--- src/hw/oad_map.vh ---
// Purpose: constants for the operand address decoder
// Assumes: byte-wide code stream, 16-bit address space
// Notes: opcode groups follow the usual column/row layout of the core
`ifndef OAD_MAP_VH
`define OAD_MAP_VH
`define OAD_PRE_SWAP_Y     8'h90
`define OAD_PRE_IND_Y      8'h91
`define OAD_PRE_IND_X      8'h92
`define OAD_PC_RESET       16'h0000
`define OAD_ADDR_RESET     16'h0000
`define OAD_MAX_BYTES      3'h4
// addressing modes
`define OAD_M_INH          4'h0
`define OAD_M_IMM          4'h1
`define OAD_M_DIR_S        4'h2
`define OAD_M_DIR_L        4'h3
`define OAD_M_IDX_0        4'h4
`define OAD_M_IDX_S        4'h5
`define OAD_M_IDX_L        4'h6
`define OAD_M_IND_S        4'h7
`define OAD_M_IND_L        4'h8
`define OAD_M_INDX_S       4'h9
`define OAD_M_INDX_L       4'ha
`define OAD_M_REL_D        4'hb
`define OAD_M_REL_I        4'hc
`endif

--- src/hw/oad_decoder.v ---
// Purpose: prefix recognition, operand fetch and effective address forming
// Assumes: code and data bytes arrive one per accepted request, in order
// Notes: exact opcode map is modelled by column/row groups
//
// Contract
// RULE1 - direct short: one byte, address 00-FF
// RULE2 - direct long: two bytes form 16-bit address
// RULE3 - indexed address is unsigned index plus offset
// RULE4 - indexed no offset: no byte, index alone
// RULE5 - indexed short: byte offset, up to 1FE
// RULE6 - indexed long: two-byte offset, full space
// RULE7 - indirect: pointer address byte, operand from memory
// RULE8 - indirect short: byte pointer, address 00-FF
// RULE9 - indirect long modes read word pointer
// RULE10 - indirect indexed adds index to pointer value
// RULE11 - indirect indexed short reaches up to 1FE
// RULE12 - relative adds signed 8-bit offset to PC
// RULE13 - relative offset direct or from memory
// RULE14 - 63 instructions, one to four bytes
// RULE15 - prefix precedes opcode, then 0-2 bytes
// RULE16 - prefix 90 swaps X for Y
// RULE17 - prefix 92 selects indirect forms
// RULE18 - prefix 91 selects Y indirect indexed
// RULE19 - undefined code raises a reset
// RULE20 - valid prefix plus valid opcode never resets
// RULE21 - PC already points past jump instruction
// RULE22 - bytes zero-extended, index sums carry upward
`timescale 1ns/10ps
`default_nettype none
`include "oad_map.vh"
module oad_decoder #(
    parameter ADDR_W = 16
) (
    input  wire              ref_clk,
    input  wire              rst_n,
    input  wire              byte_valid,
    input  wire [7:0]        byte_data,
    output wire              byte_ready,
    output reg               byte_is_data_r,
    output reg  [ADDR_W-1:0] byte_addr_r,
    input  wire [7:0]        index_x,
    input  wire [7:0]        index_y,
    input  wire [ADDR_W-1:0] pc_next,
    output reg               ea_valid_r,
    output reg  [ADDR_W-1:0] ea_addr_r,
    output reg  [7:0]        opcode_r,
    output reg  [3:0]        mode_r,
    output reg               use_y_r,
    output reg  [2:0]        length_r,
    output reg               illegal_reset_r
);
    localparam S_PRE   = 3'h0;
    localparam S_OP1   = 3'h1;
    localparam S_OP2   = 3'h2;
    localparam S_PTR1  = 3'h3;
    localparam S_PTR2  = 3'h4;
    localparam S_DONE  = 3'h5;

    reg [2:0]        state_r;
    reg [2:0]        state_nxt;
    reg [7:0]        prefix_r;
    reg              have_pre_r;
    reg [7:0]        first_r;
    reg [7:0]        ptr_addr_r;
    reg              ptr_wr;

    // pointer bytes kept in a tiny memory so the long pointer can be re-read
    wire [7:0]       ptr_rd;
    oad_pointer_ram #(
        .DEPTH_LOG2 (2)
    ) oad_pointer_ram_i (
        .ref_clk (ref_clk),
        .wr_en   (ptr_wr),
        .wr_idx  (2'h0),
        .wr_data (byte_data),
        .rd_idx  (2'h0),
        .rd_data (ptr_rd)
    );

    function is_prefix;
        input [7:0] c;
        begin
            is_prefix = (c == `OAD_PRE_SWAP_Y) || (c == `OAD_PRE_IND_Y) || (c == `OAD_PRE_IND_X);
        end
    endfunction

    // undefined codes by column/row: sparse columns hold the gaps
    function is_legal;
        input [7:0] c;
        begin
            case (c[7:4])
                4'h3, 4'h4, 4'h5, 4'h6, 4'h7: is_legal = (c[3:0] != 4'h1) && (c[3:0] != 4'h2) &&
                                                         (c[3:0] != 4'h5) && (c[3:0] != 4'hb);
                4'h8: is_legal = (c[3:0] != 4'h2) && (c[3:0] != 4'h3) && (c[3:0] != 4'h5) &&
                                 (c[3:0] != 4'h6) && (c[3:0] != 4'h7) && (c[3:0] != 4'h9) &&
                                 (c[3:0] != 4'ha) && (c[3:0] != 4'hb) && (c[3:0] != 4'hc) &&
                                 (c[3:0] != 4'hd) && (c[3:0] != 4'he);
                4'ha: is_legal = (c[3:0] != 4'h7) && (c[3:0] != 4'hc);
                default: is_legal = 1'b1;
            endcase
        end
    endfunction

    // base mode from the opcode column
    function [3:0] base_mode;
        input [7:0] c;
        begin
            case (c[7:4])
                4'h0, 4'h1: base_mode = `OAD_M_DIR_S;
                4'h2:       base_mode = `OAD_M_REL_D;
                4'h3:       base_mode = `OAD_M_DIR_S;
                4'h4, 4'h5, 4'h8, 4'h9: base_mode = `OAD_M_INH;
                4'h6, 4'he: base_mode = `OAD_M_IDX_S;
                4'h7, 4'hf: base_mode = `OAD_M_IDX_0;
                4'ha:       base_mode = (c[3:0] == 4'hd) ? `OAD_M_REL_D : `OAD_M_IMM;
                4'hb:       base_mode = `OAD_M_DIR_S;
                4'hc:       base_mode = `OAD_M_DIR_L;
                4'hd:       base_mode = `OAD_M_IDX_L;
                default:    base_mode = `OAD_M_INH;
            endcase
        end
    endfunction

    // prefix 92/91 turn direct and X indexed into indirect forms
    function [3:0] apply_prefix;
        input [3:0] m;
        input [7:0] p;
        begin
            apply_prefix = m;
            if (p == `OAD_PRE_IND_X || p == `OAD_PRE_IND_Y) begin
                case (m)
                    `OAD_M_DIR_S: apply_prefix = `OAD_M_IND_S;   // RULE17
                    `OAD_M_DIR_L: apply_prefix = `OAD_M_IND_L;   // RULE17
                    `OAD_M_REL_D: apply_prefix = `OAD_M_REL_I;   // RULE17
                    `OAD_M_IDX_S: apply_prefix = `OAD_M_INDX_S;  // RULE17
                    `OAD_M_IDX_L: apply_prefix = `OAD_M_INDX_L;  // RULE17
                    default:      apply_prefix = m;
                endcase
            end
        end
    endfunction

    function [ADDR_W-1:0] zext;
        input [7:0] b;
        begin
            zext = {{(ADDR_W-8){1'b0}}, b};  // RULE22
        end
    endfunction

    wire       take   = byte_valid & byte_ready;
    wire [3:0] m_now  = apply_prefix(base_mode(byte_data), prefix_r);
    wire       y_now  = have_pre_r & ((prefix_r == `OAD_PRE_SWAP_Y) || (prefix_r == `OAD_PRE_IND_Y)); // RULE16 RULE18
    wire [7:0] idx    = use_y_r ? index_y : index_x;
    wire [ADDR_W-1:0] idx_z = zext(idx);

    assign byte_ready = (state_r != S_DONE) && !illegal_reset_r;

    always @* begin
        state_nxt = state_r;
        ptr_wr    = 1'b0;
        case (state_r)
            S_PRE: begin
                if (take && !is_prefix(byte_data) && is_legal(byte_data)) begin
                    case (m_now)
                        `OAD_M_INH, `OAD_M_IDX_0: state_nxt = S_DONE;  // RULE4
                        default:                  state_nxt = S_OP1;
                    endcase
                end
            end
            S_OP1: begin
                if (take) begin
                    case (mode_r)
                        `OAD_M_DIR_L, `OAD_M_IDX_L: state_nxt = S_OP2;  // RULE2 RULE6
                        `OAD_M_IND_S, `OAD_M_IND_L, `OAD_M_INDX_S, `OAD_M_INDX_L, `OAD_M_REL_I:
                            state_nxt = S_PTR1;  // RULE7
                        default: state_nxt = S_DONE;
                    endcase
                end
            end
            S_OP2: begin
                if (take) begin
                    state_nxt = S_DONE;
                end
            end
            S_PTR1: begin
                if (take) begin
                    ptr_wr = 1'b1;
                    state_nxt = (mode_r == `OAD_M_IND_L || mode_r == `OAD_M_INDX_L) ? S_PTR2 : S_DONE; // RULE9
                end
            end
            S_PTR2: begin
                if (take) begin
                    state_nxt = S_DONE;
                end
            end
            S_DONE: state_nxt = S_PRE;
            default: state_nxt = S_PRE;
        endcase
    end

    always @(posedge ref_clk) begin
        if (!rst_n) begin
            state_r         <= S_PRE;
            prefix_r        <= 8'h00;
            have_pre_r      <= 1'b0;
            first_r         <= 8'h00;
            ptr_addr_r      <= 8'h00;
            byte_is_data_r  <= 1'b0;
            byte_addr_r     <= `OAD_ADDR_RESET;
            ea_valid_r      <= 1'b0;
            ea_addr_r       <= `OAD_ADDR_RESET;
            opcode_r        <= 8'h00;
            mode_r          <= `OAD_M_INH;
            use_y_r         <= 1'b0;
            length_r        <= 3'h0;
            illegal_reset_r <= 1'b0;
        end else begin
            state_r    <= state_nxt;
            ea_valid_r <= 1'b0;
            case (state_r)
                S_PRE: begin
                    if (take) begin
                        if (is_prefix(byte_data) && !have_pre_r) begin
                            prefix_r   <= byte_data;  // RULE15
                            have_pre_r <= 1'b1;
                            length_r   <= 3'h1;
                        end else if (!is_legal(byte_data) || is_prefix(byte_data)) begin
                            illegal_reset_r <= 1'b1;  // RULE19
                        end else begin
                            // no pairing check: valid prefix with valid opcode is accepted
                            opcode_r <= byte_data;  // RULE20
                            mode_r   <= m_now;
                            use_y_r  <= y_now;
                            length_r <= length_r + 3'h1;  // RULE14
                            if (m_now == `OAD_M_IDX_0) begin
                                ea_addr_r  <= y_now ? zext(index_y) : zext(index_x);  // RULE4
                                ea_valid_r <= 1'b1;
                            end else if (m_now == `OAD_M_INH) begin
                                ea_valid_r <= 1'b1;
                                ea_addr_r  <= `OAD_ADDR_RESET;
                            end
                        end
                    end
                end
                S_OP1: begin
                    if (take) begin
                        first_r  <= byte_data;
                        length_r <= length_r + 3'h1;
                        case (mode_r)
                            `OAD_M_IMM: ea_addr_r <= pc_next;
                            `OAD_M_DIR_S: ea_addr_r <= zext(byte_data);  // RULE1
                            `OAD_M_IDX_S: ea_addr_r <= zext(byte_data) + idx_z;  // RULE3 RULE5
                            // next pc already past the jump when adding
                            `OAD_M_REL_D: ea_addr_r <= pc_next + {{(ADDR_W-8){byte_data[7]}}, byte_data}; // RULE12 RULE13 RULE21
                            default: ea_addr_r <= ea_addr_r;
                        endcase
                        if (state_nxt == S_PTR1) begin
                            ptr_addr_r     <= byte_data;  // RULE7
                            byte_is_data_r <= 1'b1;
                            byte_addr_r    <= zext(byte_data);
                        end
                        if (state_nxt == S_DONE) begin
                            ea_valid_r <= 1'b1;
                        end
                    end
                end
                S_OP2: begin
                    if (take) begin
                        length_r <= length_r + 3'h1;
                        if (mode_r == `OAD_M_IDX_L) begin
                            ea_addr_r <= {first_r, byte_data} + idx_z;  // RULE6 RULE3
                        end else begin
                            ea_addr_r <= {first_r, byte_data};  // RULE2
                        end
                        ea_valid_r <= 1'b1;
                    end
                end
                S_PTR1: begin
                    if (take) begin
                        // high pointer byte lands in the store through ptr_wr
                        case (mode_r)
                            `OAD_M_IND_S:  ea_addr_r <= zext(byte_data);  // RULE8
                            `OAD_M_INDX_S: ea_addr_r <= zext(byte_data) + idx_z;  // RULE10 RULE11
                            `OAD_M_REL_I:  ea_addr_r <= pc_next + {{(ADDR_W-8){byte_data[7]}}, byte_data}; // RULE13 RULE21
                            default:       ea_addr_r <= ea_addr_r;
                        endcase
                        if (state_nxt == S_PTR2) begin
                            byte_addr_r <= zext(ptr_addr_r + 8'h01);
                        end else begin
                            byte_is_data_r <= 1'b0;
                            ea_valid_r     <= 1'b1;
                        end
                    end
                end
                S_PTR2: begin
                    if (take) begin
                        byte_is_data_r <= 1'b0;
                        if (mode_r == `OAD_M_INDX_L) begin
                            // high byte comes back from the pointer store
                            ea_addr_r <= {ptr_rd, byte_data} + idx_z;  // RULE9 RULE10
                        end else begin
                            ea_addr_r <= {ptr_rd, byte_data};  // RULE9
                        end
                        ea_valid_r <= 1'b1;
                    end
                end
                S_DONE: begin
                    prefix_r   <= 8'h00;
                    have_pre_r <= 1'b0;
                    length_r   <= 3'h0;
                end
                default: begin
                    prefix_r <= 8'h00;
                end
            endcase
        end
    end
endmodule // oad_decoder
`default_nettype wire

--- src/hw/oad_pointer_ram.v ---
// Purpose: small pointer scratch memory holding fetched pointer bytes
// Assumes: one write and one read port on ref_clk
// Notes: read data is registered
`timescale 1ns/10ps
`default_nettype none
module oad_pointer_ram #(
    parameter DEPTH_LOG2 = 2
) (
    input  wire                  ref_clk,
    input  wire                  wr_en,
    input  wire [DEPTH_LOG2-1:0] wr_idx,
    input  wire [7:0]            wr_data,
    input  wire [DEPTH_LOG2-1:0] rd_idx,
    output reg  [7:0]            rd_data
);
    reg [7:0] mem [0:(1<<DEPTH_LOG2)-1];

    always @(posedge ref_clk) begin
        if (wr_en) begin
            mem[wr_idx] <= wr_data;
        end
        // write-through: a byte stored now is readable on the next cycle
        rd_data <= (wr_en && (wr_idx == rd_idx)) ? wr_data : mem[rd_idx];
    end
endmodule // oad_pointer_ram
`default_nettype wire

--- config.mk ---
export PLATFORM = sky130hd
export DESIGN_NAME = oad_decoder
export DESIGN_NICKNAME = d
export VERILOG_FILES = /design/src/hw/oad_decoder.v /design/src/hw/oad_pointer_ram.v
export VERILOG_INCLUDE_DIRS = /design/src /design/src/hw
export SDC_FILE = /design/constraint.sdc
export NUM_CORES = 1
export LEC_CHECK = 0
export BUFFER_PORTS_ARGS = -buffer_cell sky130_fd_sc_hd__buf_4
export CORE_ASPECT_RATIO = 0.8
export CORE_MARGIN = 2
export CORE_UTILIZATION = 49
export DETAILED_ROUTE_END_ITERATION = 6
export GPL_TIMING_DRIVEN = 0
export PLACE_DENSITY = 0.72
export SYNTH_ARGS = -nofsm -noshare
export SYNTH_HDL_FRONTEND = slang
export SYNTH_SLANG_ARGS = --single-unit
--- constraint.sdc ---
create_clock -name ref_clk -period 6.2 [get_ports ref_clk]
set_clock_uncertainty 0.15 [all_clocks]
set_input_delay 0.31 -clock ref_clk [delete_from_list [all_inputs] [get_ports ref_clk]]
set_output_delay 0.31 -clock ref_clk [all_outputs]
set_load 0.01 [all_outputs]
==> results of run 1 <==
## synth_stat cells (all sizes together) (7+ instances only)
library cell	instances
dfxtp	71
nand2	68
a21oi	65
nor2	56
o21ai	48
buf	33
clkbuf	31
nand3	29
mux2i	28
ha	25
xnor2	25
nor3	23
and3	14
inv	14
a211oi	13
o221ai	13
nor2b	11
xor2	11
a21o	10
and2	10
nand2b	10
or3b	10
a22oi	9
a31oi	8
edfxtp	8
mux2	8
o31ai	8
a221oi	7
a22o	7
nand4b	7
o22ai	7
## metrics by stage
stage               setup slack [ns]  total power [mW]  cell area (µm²)  hold slack [ns]  utilization
floorplan                      2.599             1.016             6292           0.2589            -
global placement               1.919             1.243             7152           0.2848       0.5795
detailed placement             1.886             1.259             7152           0.2824       0.5795
CTS                            1.845             1.815             7460          0.03428       0.6044
global route                   1.522             1.916             7460          0.04066       0.6044
finish                         1.789             1.834             7460          0.04136       0.6044
## flip-flops by register name, summed over array words and instances (netlist names)
signal                 cells
ptr_addr_r                 8
opcode_r                   8
oad_pointer_ram_i.mem      8
have_pre_r                 1
ea_valid_r                 1
illegal_reset_r            1
use_y_r                    1
prefix_r                   8
state_r                    3
mode_r                     4
first_r                    8
byte_is_data_r             1
length_r                   3
ea_addr_r                 16
byte_addr_r                8
## per-layer routing
metal / part of all wire / wire, µm / GRT usage
met1: 0.44 / 10280 / 0.4874
met4: 0.027 / 622 / 0.1170
met2: 0.43 / 9995 / 0.4869
met5: 0 / 0 / 0
met3: 0.10 / 2342 / 0.08602
## power breakdown
| part | switching, mW | internal, mW | leakage (nW) |
|---|---|---|---|
| combinational | 0.438 | 0.252 | 2.14 |
| sequential | 0.0274 | 0.554 | 0.648 |
| clock | 0.235 | 0.327 | 0.150 |
| total | 0.700 | 1.13 | 2.94 |
## cell usage in the layout (no fill, tap or decap), drive strengths merged, types with 6 or more instances in the layout
master	synthesis	routed
a22o	7	7
ha	25	25
nor3	23	23
a222oi	6	6
dfxtp	71	71
and2	10	10
and3	14	14
o211ai	6	6
inv	14	15
xor2	11	11
nor2	56	56
o22ai	7	7
nand4b	7	7
a221oi	7	7
a31oi	8	8
nor2b	11	11
nand3	29	29
mux2	8	8
o221ai	13	13
edfxtp	8	8
a22oi	9	9
or3b	10	10
nand2b	10	10
o21ai	48	48
xnor2	25	25
buf	33	119
nand2	68	68
a21oi	65	65
a211oi	13	13
clkbuf	31	42
conb	1	8
mux2i	28	28
a21o	10	10
o31ai	8	8
## cell type report
type / count / area [µm²] / share of cell area
clock buffers: 11 / 242.7 / 0.03254
clock inverters: 5 / 65.06 / 0.008722
multi-input cells: 635 / 4264 / 0.5716
inverters: 14 / 52.55 / 0.007045
plain buffers: 64 / 314.1 / 0.04210
repair buffers: 86 / 645.6 / 0.08655
flip-flops and latches: 79 / 1662 / 0.2227
well taps: 171 / 214.0 / 0.02868
## final timing paths
| check | startpoint | end | slack [ns] | cells past startpoint |
|---|---|---|---|---|
| hold / removal | byte_data[6] | oad_pointer_ram_i.mem[0][6]$_DFFE_PP_ | 0.04 | 1 |
| setup reg to reg | use_y_r$_SDFFE_PN0P_ | ea_addr_r[8]$_SDFFE_PN0P_ | 1.79 | 12 |
| hold reg to reg | prefix_r[4]$_SDFFE_PN0P_ | prefix_r[4]$_SDFFE_PN0P_ | 0.29 | 2 |
| setup / recovery | use_y_r$_SDFFE_PN0P_ | ea_addr_r[8]$_SDFFE_PN0P_ | 1.79 | 12 |
## cells by family (layout without fill, tap and decap cells)
logic type,Yosys count,after routing
adder cells (fa/ha/maj),28,28
flip-flops,79,79
multiplexers,36,36
buffers and inverters,78,180
other,1,8
AND/OR/NAND/NOR,273,273
XOR/XNOR,36,36
AO/OA/AOI/OAI,254,254
==> impl_metrics.sql, run 1 <==
INSERT INTO impl_metrics (metric_group, metric, value, unit) VALUES
('worst_setup_path', 'cp_top_family', 'compound AO/OA/AOI/OAI gates', ''),
('timing', 'tightestPinTransition', '1.325', 'ns'),
('die', 'design.portCount', '95', ''),
('timing', 'final_hold_viol_count', '0', ''),
('route', 'drt_wl_total', '23240', 'µm'),
('route', 'vias_per_cell', '6.492', ''),
('worst_setup_path', 'critical_path.max_stage_delay', '0.50', 'ns'),
('run', 'max_cap_violations', '0', ''),
('cts', 'cts_num_sinks', '79', ''),
('cts', 'tritoncts_clock_tree', 'done', ''),
('final_layout', 'fraction_of_layout_instances_using_a_drive_strength_above_1', '0.1801', ''),
('synth', 'yosys.area_share.xor_xnor', '0.05032', ''),
('synth', 'synthCells', '785', ''),
('cts', 'path_clk_slew', '0.06', 'ns'),
('route', 'route.vias.total', '6914', ''),
('route', 'drt_first_iter_violations', '907', ''),
('global_routing', 'grt_start_max_net_pins', '15', ''),
('final_layout', 'num_antenna_cells', '0', ''),
('synth', 'ys_types', '84', ''),
('die', 'die_w', '130.4', 'µm'),
('synth', 'netlist.top_cell.by_area', 'dfxtp_1', ''),
('final_layout', 'area_growth', '19.05', '%'),
('final_layout', 'nNetsFinal', '959', ''),
('synth', 'synth_compound_area_frac', '0.2817', ''),
('timing', 'fin_crit_sh', '0.7114', ''),
('worst_setup_path', 'critPathSlowestCell', 'a211oi_1', ''),
('cts', 'post-cts-setup-buffers', '0', ''),
('worst_setup_path', 'critical_path_class', 'register to register', ''),
('cts', 'insertion_delay', '0.35', 'ns'),
('final_layout', 'layout.filler_cells', '1177', ''),
('timing', 'timing.slew.headroom', '0.1097', ''),
('die', 'std_cell_rows', '36', ''),
('route', 'drcViolationCount', '0', ''),
('placed_design', 'hpwlAfterDp', '17550', 'µm'),
('synth', 'synth_enable_flop_cells', '8', ''),
('synth', 'synth.area.top_cells', 'dfxtp_1 23%, a21oi_1 5.2%, ha_1 5.0%', ''),
('synth', 'yosysTopAreaCellShare', '0.2268', ''),
('die', 'die_y', '105.1', 'µm'),
('route', 'wirelength_per_cell', '21.82', 'µm'),
('worst_setup_path', 'top_fanout_value_on_the_critical_path', '10', ''),
('timing', 'final.setup.tns', '0', 'ns'),
('cts', 'clock_path_buffers', '2', ''),
('cts', 'cts_resized', '0', ''),
('power_and_ir_drop', 'cellPowerDensity', '245.8', 'nW/µm²'),
('placed_design', 'buffer_ports.inserted', '86', ''),
('synth', 'synth-seq-cells', '79', ''),
('cts', 'cts_buffers', '9', ''),
('die', 'initial_util', '0.5077', ''),
('synth', 'syn_avg_cell_area', '7.982', 'µm²'),
('die', 'core_area', '12340', 'µm²'),
('global_routing', 'globalRouteTotalUtil', '0.3385', ''),
('hold_path', 'holdCritPathClass', 'input pin to register', ''),
('power_and_ir_drop', 'cellLeakagePower', '2.940', 'nW'),
('placed_design', 'placed_cells_incl_taps', '1049', ''),
('synth', 'synth.yosys.warnings', '0', ''),
('global_routing', 'number_of_antenna_violations_at_the_first_check_in_global_routing', '0', ''),
('synth', 'synth_mux_area_frac', '0.05911', ''),
('final_layout', 'post_layout_nonfiller_instances', '1065', ''),
('timing', 'final_max_slew_viol_count', '0', ''),
('worst_setup_path', 'sum_of_buffers_and_inverters_on_the_critical_path', '2', ''),
('cts', 'clock-root-buffer', 'clkbuf_16', ''),
('route', 'drtAntennaViolNets', '0', ''),
('worst_setup_path', 'worstPathCellList', 'clkbuf_1 -> mux2_2 -> ha_1 -> fa_1 -> a211oi_1 -> o21ai_0 -> a211oi_1 -> clkbuf_1 -> nor2_1 -> a222oi_1 -> o211ai_1 -> a22o_1', ''),
('run_status', 'run_status', 'finished clean', ''),
('synth', 'largest_family_of_logic_cells_by_synthesized_area', 'compound AO/OA/AOI/OAI gates', ''),
('worst_setup_path', 'setup.worst_path.end_class', 'register', ''),
('synth', 'yosys_most_used_dff', 'dfxtp_1', ''),
('synth', 'async_flop_share', '0', ''),
('cts', 'ctsHoldBuffers', '0', ''),
('cts', 'cts_max_level', '3', ''),
('power_and_ir_drop', 'irDropWorstVdd', '0.0001547', 'V');
(Power assumes the default switching activity.)
==> run 2: changes to the inputs <==
Clock period 6.2 ns to 4.29 ns, I/O delays scaled along.
==> impl_metrics.sql, run 2 (synthesized netlist as in run 1, its figures left out) <==
INSERT INTO impl_metrics (metric_group, metric, value, unit) VALUES
('run_status', 'run_status', 'finished clean', ''),
('placed_design', 'placed_cells_incl_taps', '1049', ''),
('placed_design', 'gpl_congestion', '0.9827', ''),
('cts', 'post-cts-setup-buffers', '0', ''),
('final_layout', 'most_flop_heavy_register', 'ea_addr_r', ''),
('timing', 'timing.slew.headroom', '0.1041', ''),
('placed_design', 'preCtsSetupSlack', '-0.02422', 'ns'),
('worst_setup_path', 'worst-endpoint-required', '4.38', 'ns'),
('timing', 'tightestPinTransition', '1.334', 'ns'),
('die', 'initial_util', '0.5077', ''),
('power_and_ir_drop', 'cellPowerDensity', '354.1', 'nW/µm²'),
('worst_setup_path', 'setup.worst_path.end_class', 'register', ''),
('worst_setup_path', 'worstSetupStartpointType', 'register', ''),
('timing', 'clock.fmax', '251.7', 'MHz'),
('timing', 'final_max_slew_viol_count', '0', ''),
('route', 'drtAntennaViolNets', '0', ''),
('die', 'design.portCount', '95', ''),
('cts', 'tritoncts_clock_tree', 'done', ''),
('timing', 'fin_crit_sh', '0.9262', ''),
('die', 'die_w', '130.4', 'µm'),
('power_and_ir_drop', 'p_total', '2.658', 'mW'),
('timing', 'final.setup.tns', '0', 'ns'),
('worst_setup_path', 'critical_path_class', 'register to register', ''),
('power_and_ir_drop', 'irDropWorstVdd', '0.0002229', 'V'),
('die', 'die_y', '105.1', 'µm'),
('timing', 'fin_ws', '0.3166', 'ns'),
('cts', 'cts_buffers', '9', ''),
('route', 'detail_route.first_pass.iterations', '6', ''),
('route', 'drt_wl_total', '23360', 'µm'),
('timing', 'finalSetupViolations', '0', ''),
('worst_setup_path', 'critPathArrivalTime', '4.06', 'ns'),
('power_and_ir_drop', 'cellLeakagePower', '2.964', 'nW'),
('final_layout', 'commonest_cells_after_routing_fill_and_taps_aside', '98 x buf_4, 71 x dfxtp_1, 68 x nand2_1, 65 x a21oi_1, 56 x nor2_1', ''),
('final_layout', 'fraction_of_layout_instances_using_a_drive_strength_above_1', '0.1826', ''),
('cts', 'path_clk_slew', '0.06', 'ns'),
('route', 'route.vias.total', '6899', ''),
('placed_design', 'buffer_ports.inserted', '86', ''),
('final_layout', 'layout.filler_cells', '1172', ''),
('final_layout', 'post_layout_nonfiller_instances', '1069', ''),
('final_layout', 'layout_commonest_cell', 'buf_4', ''),
('hold_path', 'holdCritPathClass', 'input pin to register', ''),
('timing', 'rsz0062_at_grt', 'false', ''),
('cts', 'clock-root-buffer', 'clkbuf_16', ''),
('route', 'wirelength_per_cell', '21.85', 'µm'),
('die', 'std_cell_rows', '36', ''),
('worst_setup_path', 'top_fanout_value_on_the_critical_path', '10', ''),
('global_routing', 'number_of_antenna_violations_at_the_first_check_in_global_routing', '0', ''),
('run', 'max_cap_violations', '0', ''),
('timing', 'final_hold_viol_count', '0', ''),
('die', 'core_area', '12340', 'µm²'),
('cts', 'cts_num_sinks', '79', ''),
('global_routing', 'grt_pass1_wl', '35780', 'µm'),
('cts', 'cts_max_level', '3', ''),
('route', 'drcViolationCount', '0', ''),
('die', 'floorplan.die_area', '13710', 'µm²'),
('final_layout', 'nNetsFinal', '963', ''),
('cts', 'clock_path_buffers', '2', ''),
('global_routing', 'globalRouteTotalUtil', '0.3400', ''),
('route', 'vias_per_cell', '6.454', ''),
('global_routing', 'grt_start_max_net_pins', '15', ''),
('global_routing', 'grt-ovfl-total', '0', ''),
('placed_design', 'hpwlAfterDp', '17550', 'µm'),
('route', 'drt_first_iter_violations', '774', ''),
('final_layout', 'num_antenna_cells', '0', ''),
('timing', 'period_minus_slack', '3.973', 'ns'),
('final_layout', 'area_growth', '19.81', '%'),
('cts', 'insertion_delay', '0.35', 'ns'),
('final_layout', 'largest_reg_flops', '16', ''),
('global_routing', 'vias_in_the_first_global_route', '6443', '');
## run 2: cell types whose count changed in the layout (fill, tap and decap cells not counted), sizes merged
| cell | previous run | this run |
|---|---|---|
| dlygate4sd3 | 0 | 4 |
## run 2: layout make-up
cell class / instances / area [µm²] / share of cell area
Buffer: 64 / 316.6 / 0.04217
Clock buffer: 11 / 242.7 / 0.03233
Clock inverter: 5 / 65.06 / 0.008667
Inverter: 14 / 52.55 / 0.007000
Multi-Input combinational cell: 635 / 4269 / 0.5687
Sequential cell: 79 / 1662 / 0.2213
Tap cell: 171 / 214.0 / 0.02850
Timing Repair Buffer: 90 / 685.7 / 0.09133
## run 2: critical path: stages (launching register included)
cell and delay [ns]:
dfxtp_1 0.34, clkbuf_2 0.25, mux2_2 0.37, ha_1 0.23
fa_1 0.44, a211oi_1 0.32, o21ai_0 0.19, a211oi_2 0.36
clkbuf_2 0.30, nor2_1 0.08, a222oi_1 0.39, o211ai_1 0.20
a22o_1 0.24
## run 2: what timing repair did
item,CTS,global route
gates resized for setup,1,3
hold buffers,4,0
cloned,0,0
endpoints found under the hold margin,4,0
setup endpoints to repair,1,3
## run 2: worst paths after layout
| check | endpoint | from | cells past startpoint | slack, ns |
|---|---|---|---|---|
| hold / removal | illegal_reset_r$_SDFFE_PN0P_ | byte_valid | 3 | 0.006 |
| setup reg to reg | ea_addr_r[8]$_SDFFE_PN0P_ | use_y_r$_SDFFE_PN0P_ | 12 | 0.32 |
| hold reg to reg | prefix_r[4]$_SDFFE_PN0P_ | prefix_r[4]$_SDFFE_PN0P_ | 2 | 0.29 |
| setup / recovery | ea_addr_r[8]$_SDFFE_PN0P_ | use_y_r$_SDFFE_PN0P_ | 12 | 0.32 |
## run 2: metrics by stage
| step | hold WS (ns) | util | cell area [µm²] |
|---|---|---|---|
| floorplan | 0.1634 | - | 6292 |
| global placement | 0.2848 | 0.5795 | 7152 |
| detailed placement | 0.2824 | 0.5795 | 7152 |
| CTS | 0.003345 | 0.6078 | 7501 |
| global route | 0.01034 | 0.6083 | 7507 |
| finish | 0.005830 | 0.6083 | 7507 |
## run 2: report_power, final
group	leakage (nW)	switching, mW	internal (mW)
Sequential	0.648	0.0402	0.801
Clock	0.150	0.343	0.473
Combinational	2.17	0.635	0.367
## run 2: per-layer routing
metal / track usage / vias up / part of all wire
met5: 0 / - / 0
met4: 0.1185 / 0 / 0.033
met3: 0.08602 / 55 / 0.10
met2: 0.4910 / 384 / 0.42
met1: 0.4878 / 3277 / 0.44
li1: - / 3183 / -
